==> config.mk <==
export PLATFORM = sky130hd
export DESIGN_NAME = thocr_regs
export DESIGN_NICKNAME = d
export VERILOG_FILES = /design/src/rtl/thocr_offset_add.v /design/src/rtl/thocr_hyst_loop.v /design/src/rtl/thocr_regs.v
export VERILOG_INCLUDE_DIRS = /design/src /design/src/shared
export SDC_FILE = /design/constraint.sdc
export NUM_CORES = 1
export LEC_CHECK = 0
export BUFFER_PORTS_ARGS = -buffer_cell sky130_fd_sc_hd__buf_4
export CAP_MARGIN = 10
export CORE_MARGIN = 2
export CORE_UTILIZATION = 50
export DETAILED_ROUTE_END_ITERATION = 8
export HOLD_SLACK_MARGIN = 0.05
export PLACE_DENSITY = 0.71
export SLEW_MARGIN = 20
export SYNTH_ARGS = -nofsm -noshare
export SYNTH_HDL_FRONTEND = slang
export SYNTH_SLANG_ARGS = --single-unit
==> constraint.sdc <==
create_clock -name clock -period 5.25 [get_ports clock]
set_input_delay 1.05 -clock clock [delete_from_list [all_inputs] [get_ports clock]]
set_output_delay 1.05 -clock clock [all_outputs]
set_load 0.02 [all_outputs]
==> src/shared/thocr_defines.vh <==
// Constants for the thermal hysteresis / offset / config register group.
// Assumes an 8-bit register bus with 8-bit offsets, as seen behind the SMBus slave.
`ifndef THOCR_DEFINES_VH
`define THOCR_DEFINES_VH

`define THOCR_ADDR_HYST_R1L       8'h6d
`define THOCR_ADDR_HYST_R2        8'h6e
`define THOCR_ADDR_TREE_TEST      8'h6f
`define THOCR_ADDR_OFS_R1         8'h70
`define THOCR_ADDR_OFS_LOCAL      8'h71
`define THOCR_ADDR_OFS_R2         8'h72
`define THOCR_ADDR_CONFIG2        8'h73

`define THOCR_RST_HYST_R1L        8'h44
`define THOCR_RST_HYST_R2         8'h40
`define THOCR_RST_TREE_TEST       8'h00
`define THOCR_RST_OFS             8'h00
`define THOCR_RST_CONFIG2         8'h00

`define THOCR_LOCAL_HYST_LSB      0
`define THOCR_LOCAL_HYST_MSB      3
`define THOCR_REMOTE_HYST_LSB     4
`define THOCR_REMOTE_HYST_MSB     7
`define THOCR_TREE_BIT            0
`define THOCR_SENSE_LSB           0
`define THOCR_SENSE_MSB           3
`define THOCR_AVG_OFF_BIT         4

// Temperature codes: 8-bit unsigned, one LSB = 0.5 degree
`define THOCR_TEMP_MAX            8'hff
`define THOCR_TEMP_MIN            8'h00

`endif

==> src/rtl/thocr_offset_add.v <==
// Adds a signed half-degree offset to a raw temperature code, saturating.
// Assumes raw and offset use the same 0.5 degree LSB.
`timescale 1ns/1ps
`include "thocr_defines.vh"

module thocr_offset_add (
    input  wire [7:0] raw_temp,
    input  wire [7:0] offset,
    output reg  [7:0] corrected_temp
);
    reg [9:0] sum;

    // Sign-extend offset; clamp so a large negative offset cannot wrap to hot
    always @* begin
        sum = {2'b00, raw_temp} + {{2{offset[7]}}, offset};
        if (sum[9])
            corrected_temp = `THOCR_TEMP_MIN;
        else if (sum[8])
            corrected_temp = `THOCR_TEMP_MAX;
        else
            corrected_temp = sum[7:0];
    end
endmodule // thocr_offset_add

==> src/rtl/thocr_hyst_loop.v <==
// One channel's hysteresis comparators for fan-start and critical limits.
// Assumes temperatures and limits share one code; hysteresis is in whole degrees.
`timescale 1ns/1ps
`include "thocr_defines.vh"

module thocr_hyst_loop (
    input  wire       clock,
    input  wire       rst,
    input  wire       clock_enable,
    input  wire       sample_valid,
    input  wire [7:0] temp,
    input  wire [7:0] start_limit,
    input  wire [7:0] crit_limit,
    input  wire [3:0] hyst,
    output reg        fan_active,
    output reg        crit_active
);
    reg [8:0] start_release;
    reg [8:0] crit_release;

    // Hysteresis in degrees is two LSBs each; bit 8 set marks a release point below zero
    always @* begin
        start_release = {1'b0, start_limit} - {4'b0000, hyst, 1'b0};
        crit_release  = {1'b0, crit_limit} - {4'b0000, hyst, 1'b0};
    end

    // Set above the limit; fan-start releases at or below limit less hysteresis, critical only below it
    always @(posedge clock or posedge rst) begin
        if (rst) begin
            fan_active  <= 1'b0;
            crit_active <= 1'b0;
        end else if (clock_enable && sample_valid) begin
            if (temp > start_limit)
                fan_active <= 1'b1;
            // A release point below zero is floored, so only a zero reading releases
            else if (start_release[8] ? (temp == `THOCR_TEMP_MIN)
                                      : ({1'b0, temp} <= start_release))
                fan_active <= 1'b0; // [RULE13]
            if (temp > crit_limit)
                crit_active <= 1'b1;
            else if (!crit_release[8] && ({1'b0, temp} < crit_release))
                crit_active <= 1'b0; // [RULE14]
        end
    end
endmodule // thocr_hyst_loop

==> src/rtl/thocr_regs.v <==
// Hysteresis, temperature offset, tree test and fan-sense config registers.
// Assumes a byte register port from the serial bus slave on the same clock;
// raw temperatures and limits come from the converter and limit registers.
//
// Function
// (RULE1) Local hysteresis in bits 3..0
// (RULE2) Remote 1 hysteresis in bits 7..4
// (RULE3) Remote 2 hysteresis in bits 7..4
// (RULE4) Lock makes whole group read-only
// (RULE5) Bit 0 enables tree test mode
// (RULE6) Host leaves tree bits 7..1 unwritten
// (RULE7) Signed half-degree offset on remote 1
// (RULE8) Signed half-degree offset on local
// (RULE9) Signed half-degree offset on remote 2
// (RULE10) Per-input bit selects two-wire sensing
// (RULE11) Two-wire sensing only in low-frequency drive
// (RULE12) Bit 4 turns measurement averaging off
// (RULE13) Fan-start release at limit minus hysteresis
// (RULE14) Critical release below limit minus hysteresis
// (RULE15) Config register at 0x73, resets zero
// (RULE16) Corrected temperature feeds readback and loops
`timescale 1ns/1ps
`include "thocr_defines.vh"

module thocr_regs (
    input  wire       clock,
    input  wire       rst,
    input  wire       clock_enable,
    input  wire       lock,
    input  wire       low_freq_mode,
    input  wire       reg_write,
    input  wire       reg_read,
    input  wire [7:0] reg_addr,
    input  wire [7:0] reg_wdata,
    output reg  [7:0] reg_rdata,
    output reg        reg_hit,
    input  wire       sample_valid,
    input  wire [7:0] raw_remote_one,
    input  wire [7:0] raw_local,
    input  wire [7:0] raw_remote_two,
    input  wire [7:0] start_remote_one,
    input  wire [7:0] start_local,
    input  wire [7:0] start_remote_two,
    input  wire [7:0] crit_remote_one,
    input  wire [7:0] crit_local,
    input  wire [7:0] crit_remote_two,
    output reg  [7:0] temp_remote_one,
    output reg  [7:0] temp_local,
    output reg  [7:0] temp_remote_two,
    output reg  [2:0] fan_active,
    output reg  [2:0] crit_active,
    output reg        tree_test_mode,
    output reg  [3:0] two_wire_sense_en,
    output reg        averaging_off
);
    reg  [7:0] remote_one_local_hysteresis;
    reg  [7:0] remote_two_hysteresis;
    reg        tree_test_enable_bit;
    reg  [7:0] remote_one_temp_offset;
    reg  [7:0] local_temp_offset;
    reg  [7:0] remote_two_temp_offset;
    reg  [7:0] fan_sense_averaging_config;
    reg  [7:0] next_rdata;
    reg        next_hit;
    wire [7:0] corr_remote_one;
    wire [7:0] corr_local;
    wire [7:0] corr_remote_two;
    wire [2:0] loop_fan;
    wire [2:0] loop_crit;
    wire [3:0] local_hyst_field;
    wire [3:0] remote_one_hyst_field;
    wire [3:0] remote_two_hyst_field;

    // Field views of the hysteresis registers
    assign local_hyst_field      = remote_one_local_hysteresis[`THOCR_LOCAL_HYST_MSB:`THOCR_LOCAL_HYST_LSB]; // [RULE1]
    assign remote_one_hyst_field = remote_one_local_hysteresis[`THOCR_REMOTE_HYST_MSB:`THOCR_REMOTE_HYST_LSB]; // [RULE2]
    assign remote_two_hyst_field = remote_two_hysteresis[`THOCR_REMOTE_HYST_MSB:`THOCR_REMOTE_HYST_LSB]; // [RULE3]

    // True when a write to the given offset is allowed to land
    function wr_ok;
        input [7:0] addr;
        input [7:0] target;
        input       wr;
        input       locked;
        begin
            wr_ok = wr && !locked && (addr == target); // [RULE4]
        end
    endfunction

    // Register writes; a locked device ignores every write in the group
    always @(posedge clock or posedge rst) begin
        if (rst) begin
            remote_one_local_hysteresis <= `THOCR_RST_HYST_R1L;
            remote_two_hysteresis       <= `THOCR_RST_HYST_R2;
            tree_test_enable_bit        <= 1'b0;
            remote_one_temp_offset      <= `THOCR_RST_OFS;
            local_temp_offset           <= `THOCR_RST_OFS;
            remote_two_temp_offset      <= `THOCR_RST_OFS;
            fan_sense_averaging_config  <= `THOCR_RST_CONFIG2; // [RULE15]
        end else if (clock_enable) begin
            if (wr_ok(reg_addr, `THOCR_ADDR_HYST_R1L, reg_write, lock))
                remote_one_local_hysteresis <= reg_wdata;
            // Low nibble has no function here, kept at zero
            if (wr_ok(reg_addr, `THOCR_ADDR_HYST_R2, reg_write, lock))
                remote_two_hysteresis <= {reg_wdata[7:4], 4'h0}; // [RULE3]
            // Upper bits are read-only, so a stray write cannot set them
            if (wr_ok(reg_addr, `THOCR_ADDR_TREE_TEST, reg_write, lock))
                tree_test_enable_bit <= reg_wdata[`THOCR_TREE_BIT]; // [RULE5] [RULE6]
            if (wr_ok(reg_addr, `THOCR_ADDR_OFS_R1, reg_write, lock))
                remote_one_temp_offset <= reg_wdata; // [RULE7]
            if (wr_ok(reg_addr, `THOCR_ADDR_OFS_LOCAL, reg_write, lock))
                local_temp_offset <= reg_wdata; // [RULE8]
            if (wr_ok(reg_addr, `THOCR_ADDR_OFS_R2, reg_write, lock))
                remote_two_temp_offset <= reg_wdata; // [RULE9]
            // Only the sense-select and averaging bits live in this block
            if (wr_ok(reg_addr, `THOCR_ADDR_CONFIG2, reg_write, lock))
                fan_sense_averaging_config <= {3'b000, reg_wdata[4:0]}; // [RULE15]
        end
    end

    // Offset correction per channel
    thocr_offset_add u_ofs_r1 (
        .raw_temp       (raw_remote_one),
        .offset         (remote_one_temp_offset),
        .corrected_temp (corr_remote_one)
    ); // [RULE7]
    thocr_offset_add u_ofs_local (
        .raw_temp       (raw_local),
        .offset         (local_temp_offset),
        .corrected_temp (corr_local)
    ); // [RULE8]
    thocr_offset_add u_ofs_r2 (
        .raw_temp       (raw_remote_two),
        .offset         (remote_two_temp_offset),
        .corrected_temp (corr_remote_two)
    ); // [RULE9]

    // The loops see the same corrected value that software reads back
    thocr_hyst_loop u_loop_r1 (
        .clock        (clock),
        .rst          (rst),
        .clock_enable (clock_enable),
        .sample_valid (sample_valid),
        .temp         (corr_remote_one),
        .start_limit  (start_remote_one),
        .crit_limit   (crit_remote_one),
        .hyst         (remote_one_hyst_field),
        .fan_active   (loop_fan[0]),
        .crit_active  (loop_crit[0])
    ); // [RULE2] [RULE16]
    thocr_hyst_loop u_loop_local (
        .clock        (clock),
        .rst          (rst),
        .clock_enable (clock_enable),
        .sample_valid (sample_valid),
        .temp         (corr_local),
        .start_limit  (start_local),
        .crit_limit   (crit_local),
        .hyst         (local_hyst_field),
        .fan_active   (loop_fan[1]),
        .crit_active  (loop_crit[1])
    ); // [RULE1] [RULE16]
    thocr_hyst_loop u_loop_r2 (
        .clock        (clock),
        .rst          (rst),
        .clock_enable (clock_enable),
        .sample_valid (sample_valid),
        .temp         (corr_remote_two),
        .start_limit  (start_remote_two),
        .crit_limit   (crit_remote_two),
        .hyst         (remote_two_hyst_field),
        .fan_active   (loop_fan[2]),
        .crit_active  (loop_crit[2])
    ); // [RULE3] [RULE16]

    // Read mux; unmapped offsets answer zero with no hit
    always @* begin
        next_rdata = 8'h00;
        next_hit   = 1'b1;
        case (reg_addr)
            `THOCR_ADDR_HYST_R1L:   next_rdata = remote_one_local_hysteresis;
            `THOCR_ADDR_HYST_R2:    next_rdata = remote_two_hysteresis;
            `THOCR_ADDR_TREE_TEST:  next_rdata = {7'b000_0000, tree_test_enable_bit};
            `THOCR_ADDR_OFS_R1:     next_rdata = remote_one_temp_offset;
            `THOCR_ADDR_OFS_LOCAL:  next_rdata = local_temp_offset;
            `THOCR_ADDR_OFS_R2:     next_rdata = remote_two_temp_offset;
            `THOCR_ADDR_CONFIG2:    next_rdata = fan_sense_averaging_config;
            default:                next_hit   = 1'b0;
        endcase
    end

    // Registered outputs; one cycle of latency, the loop flags two from the corrected temperature
    always @(posedge clock or posedge rst) begin
        if (rst) begin
            reg_rdata         <= 8'h00;
            reg_hit           <= 1'b0;
            temp_remote_one   <= 8'h00;
            temp_local        <= 8'h00;
            temp_remote_two   <= 8'h00;
            fan_active        <= 3'b000;
            crit_active       <= 3'b000;
            tree_test_mode    <= 1'b0;
            two_wire_sense_en <= 4'h0;
            averaging_off     <= 1'b0;
        end else if (clock_enable) begin
            if (reg_read) begin
                reg_rdata <= next_rdata;
                reg_hit   <= next_hit;
            end
            temp_remote_one <= corr_remote_one; // [RULE16]
            temp_local      <= corr_local; // [RULE16]
            temp_remote_two <= corr_remote_two; // [RULE16]
            fan_active      <= loop_fan;
            crit_active     <= loop_crit;
            tree_test_mode  <= tree_test_enable_bit; // [RULE5]
            // Two-wire sensing is meaningless with high-frequency drive
            two_wire_sense_en <= fan_sense_averaging_config[`THOCR_SENSE_MSB:`THOCR_SENSE_LSB]
                                 & {4{low_freq_mode}}; // [RULE10] [RULE11]
            averaging_off   <= fan_sense_averaging_config[`THOCR_AVG_OFF_BIT]; // [RULE12]
        end
    end
endmodule // thocr_regs

* After elaboration in Yosys (flattened, before gate mapping)
Index checks and enable logic that the tools add are counted.
Word-level totals: register bits after elaboration 93, output and inout bits 45, word-level logic and storage cells 115
Operators by class: reduce and logical (&&, ||, !) cells 40, muxes and demuxes 23, $lt $le $gt $ge 12, eq/ne operators 7, add/sub/neg operators 9, bitwise operators 1
Operator list (count):
- equality test 8 x 7 -> 1 bit (second input constant) | 7
- case mux 8 bit (7 select lines) | 1
- subtractor 8 x 5 -> 9 bit | 6
- > comparator 8 bit | 6
- two-way mux 8 bit | 6
- adder 9 x 8 -> 10 bit | 3
- AND reduction 2 bit | 14
- <= comparator 8 x 9 -> 1 bit | 3
- less-than comparator 8 x 9 -> 1 bit | 3
- zero test 8 bit | 3
- two-way mux 1 bit | 16
- logical AND 1 bit | 12
- nonzero test 2 bit | 6
- OR reduction 7 bit | 1
- bitwise AND 4 bit | 1
- zero test 1 bit | 4

* Depth between registers and ports, before layout
depth after elaboration 7, depth in mapped cells 18, depth with buffers taken out 18

* Hierarchy
Synthesis repeated with hierarchy kept, for this count alone.
Second synthesis, totals: cell total of the unflattened synthesis 855, area total of the unflattened synthesis 8572.0 um^2
Modules (own cells, without submodules):
- thocr_regs | times used 1, cells an instance 261, seq. area each 2180.8 um^2, area each 3679.8 um^2
- thocr_hyst_loop at u_loop_local ... | times used 2, cells an instance 149, seq. area each 50.0 um^2, area each 1197.4 um^2
- thocr_offset_add | times used 3, cells an instance 48, seq. area each 0.0 um^2, area each 429.2 um^2
- thocr_hyst_loop at u_loop_r2 | times used 1, cells an instance 152, seq. area each 50.0 um^2, area each 1209.9 um^2

* Worst setup path before layout
Ideal clock, no wire load.
path kind input -> register, start point input port raw_local[0], end point register u_loop_local.fan_active, stages on the path 18, arrival time 4.593 ns, buffers on the path 0, setup time 0.135 ns, path slack 0.523 ns, cell sequence ha_1 fa_1 a211oi_2 o21bai_2 a2111oi_4 nor2_1 xnor2_1 nor2_1 nor2_1 ha_1 a21o_1 a21o_1 a21oi_1 nor2b_1 o22a_1 o21ai_0 o211ai_1 o211ai_1
Between the ends: longest elaborated chain between the ends 7, elaborated cells between the ends (all ways) 10, classes of those cells 1 x add/sub; 2 x order compare; 4 x mux; 3 x reduce/logical
RTL lines:
- start, declared | line thocr_regs.v:39 | input wire [7:0] raw_local,
- adder 9 x 8 -> 10 bit * | line thocr_offset_add.v:15 | sum = {2'b00, raw_temp} + {{2{offset[7]}}, offset};
- two-way mux 8 bit | line thocr_offset_add.v:18 | else if (sum[8])
- two-way mux 8 bit * | line thocr_offset_add.v:16 | if (sum[9])
- named net corr_local[5] | line thocr_regs.v:66 | wire [7:0] corr_local;
- <= comparator 8 x 9 -> 1 bit or zero test 8 bit (tied branches)
- two-way mux 1 bit | line thocr_hyst_loop.v:36 | else if (start_release[8] ? (temp == `THOCR_TEMP_MIN)
- nonzero test 2 bit (no line)
- AND reduction 2 bit (no line)
- end signal, assigned | line thocr_hyst_loop.v:30 | fan_active <= 1'b0;
- end signal, assigned | line thocr_hyst_loop.v:34 | fan_active <= 1'b1;
- end signal, assigned | line thocr_hyst_loop.v:38 | fan_active <= 1'b0;
- end, declared | line thocr_hyst_loop.v:15 | output reg fan_active,
Mark *: on every way through the listed nets, which the timed path passes. The rest lies on a longest branch. A chain may end at the register's enable or synchronous reset.

* Final worst setup path
Ends and elaborated chain as after synthesis.

==> run metrics <==
Fmax=0.216 GHz; DR iter-0 viols=340; core area=approximately 0.017 sq mm; post-synthesis simple-gate area fraction=0.128; antenna violations before repair=0; postcts setup bufs=0; pwr/cell area=214 mW/mm^2; Levels on crit path=19; Worst slew margin=0.406; first-pass GRT wire length=about 36000 um; Rows=between 40 and 50; clk_skew=~9.5 ps; Tot GR Track Use=0.254; Post-synth EDFFs=0; Least-Margin Pin Slew=between 800 and 900 ps; crit start category=input port; cell accounting for the most synthesized area=dfrtp_1; clock-pin slew on the worst setup and hold paths=approximately 70 ps; commonest non-fill, non-tap cell in the layout=buf_4; Num CTS Buffers=9; die width=136 um; hold crit path type=reg2reg; most used cell along the critical path=nor2_1; run status=finished clean; Initial Util=0.505; Inst Count DP=approximately 1300; final net count=1302; Crit-path slowest cell=a2111oi_4; worst hold path stage count=1; ordered list of cells on the worst path=buf_4 -> ha_1 -> fa_1 -> a211oi_2 -> o21bai_2 -> a2111oi_4 -> nor2_1 -> xnor2_1 -> nor2_1 -> nor2_1 -> ha_1 -> a21o_1 -> a21o_1 -> a21oi_1 -> nor2b_1 -> o22a_1 -> o21ai_0 -> o211ai_1 -> o211ai_1; Seq cells post-synth=93; Sink Count=93; synth unique cells=75; Routed Antenna Nets=0; Peak VDD IR=0.000184 V; Power, Total=between 2 and 2.5 mW; most area-consuming cells after synthesis=dfrtp_1 (26%), ha_1 (19%), mux2_2 (7.9%); largest net degree at the start of global routing=57; Finished Layout Cells=1297; DRC=0; min-delay src=reg_hit; Crit Path Class=in2reg; fin. max-slew vios=0; CTS HTree Levels=3; fin crit period=between 4000 and 5000 ps; Post-Syn Area=about 0.0087 sq mm; fin crit share=0.884; die area=between 0.015 and 0.02 sq mm; unrepaired setup endpoints after global routing=false; hold_buf cts=0; ys flop type=dfrtp_1; Syn Nets=around 1200; routed wire length per instance=between 15 and 20 um; # setup viols final=0; dpl hpwl=approximately 19000 um; Root Driver=clkbuf_16; Fin. Hold Viols=0; Routed WL=between 20000 and 25000 um; synthesized area per cell=about 9.4 sq um; Synth Area in Adders=0.212; CP Capture Type=flop; CP max FO=5; Util after Layout=0.602; YS warnings=0; commonest cells after routing, fill and taps aside=buf_4 (153), ha_1 (129), dfrtp_1 (90); FF-to-FF End=u_loop_local.fan_active; setup TNS=0 ps; worst path required time=5470 ps; gpl congestion=between 0.9 and 1; slowest stage delay, CP=around 480 ps; reg2reg path depth=18; Worst-Skew Late Latency=about 350 ps; via-per-instance ratio=approximately 5.7; worst path bufs/invs=1; max cap viols=0; TritonCTS clock tree=done; mux cell area share after synthesis=0.0962; CTS resizes=0; Layout area overhead=19.1%; input/output buffers=between 100 and 150; die span in y=~140 um; num ports=between 100 and 150; CP arrival=4860 ps; reg2reg start=local_temp_offset[0]; ys async rst share=1.00; Mapped Cells=923; Post-Synth XOR/XNOR Area=0.0607; largest family of logic cells by synthesized area=adder cells; family with the most delay on the worst path=compound AO/OA/AOI/OAI gates; DRT Pass-1 Iters=5; Compound-Gate Fraction of Synth Area=0.189; post-synthesis sequential area ratio=0.269; Clock Path Buffers=2; share of layout cells above drive strength 1=0.241; Leak=approximately 5.2 nW; Yosys top cell area share=0.260; Min-Delay Endpoint=reg_hit; via count=about 7400; number of global-route vias before repair=approximately 7200; GRT overflow=0; reg-to-reg slack, setup=approximately 1000 ps; # diodes=0
metal layers:
metal  vias up  routed length [um]  GRT usage
met5         -                   0          0
met4         0                 643     0.0920
met3        39                1320     0.0296
met2       221               10700      0.423
met1      3489               10100      0.340
li1       3664                   -          -
registers in the layout (all words and copies together) (netlist names), 3 cells and up:
name	cells
crit_active	3
fan_active	3
fan_sense_averaging_config	5
local_temp_offset	8
reg_rdata	8
remote_one_local_hysteresis	8
remote_one_temp_offset	8
remote_two_hysteresis	4
remote_two_temp_offset	8
temp_local	8
temp_remote_one	8
temp_remote_two	8
two_wire_sense_en	4
stage by stage:
stage	hold WS [ps]	setup WS [ps]	cell area (sq um)
2_1_floorplan	481	523	8650
3_3_place_gp	464	333	10000
3_5_place_dp	472	270	10000
4_1_cts	489	637	10300
5_1_grt	511	334	10300
6_report	491	611	10300
kinds of logic (layout without fill, tap and decap cells):
logic type,after synthesis,in the layout
AND/OR/NAND/NOR,221,221
AO/OA/AOI/OAI,236,236
buffers and inverters,98,247
multiplexers,73,73
adder cells (fa/ha/maj),142,142
flip-flops,93,93
XOR/XNOR,60,60
area by class of cell:
class / instances / area, sq um
flip-flops and latches: 93 / 2330
well taps: 225 / 282
fillers: 1539 / 6810
repair buffers: 153 / 1150
clock buffers: 10 / 239
clock inverters: 5 / 60.1
multi-input cells: 732 / 5940
inverters: 79 / 299
synth_stat cells (all sizes together) (12+ instances only):
master,instances
mux2,61
ha,129
a21o,37
nor2,60
nand4,12
inv,79
xnor2,52
nand3,23
a21oi,69
nor2b,17
dfrtp,90
nor3,14
o21ai,41
nand2,42
clkbuf,14
worst max-delay path by stage:
stage,startpoint,endpoint,slack [ps]
2_1_floorplan,raw_local[0],u_loop_local.fan_active,520
3_3_place_gp,raw_local[0],u_loop_local.fan_active,330
3_5_place_dp,raw_local[0],u_loop_local.fan_active,270
4_1_cts,raw_local[0],u_loop_local.fan_active,640
5_1_grt,raw_local[0],u_loop_local.fan_active,330
6_report,raw_local[0],u_loop_local.fan_active,610
power breakdown:
group          internal (mW)  total [mW]  switching (mW)
registers              0.783       0.830          0.0472
clock network          0.381       0.672           0.290
logic                  0.327       0.704           0.377
Power figures use the tool's default switching activity.
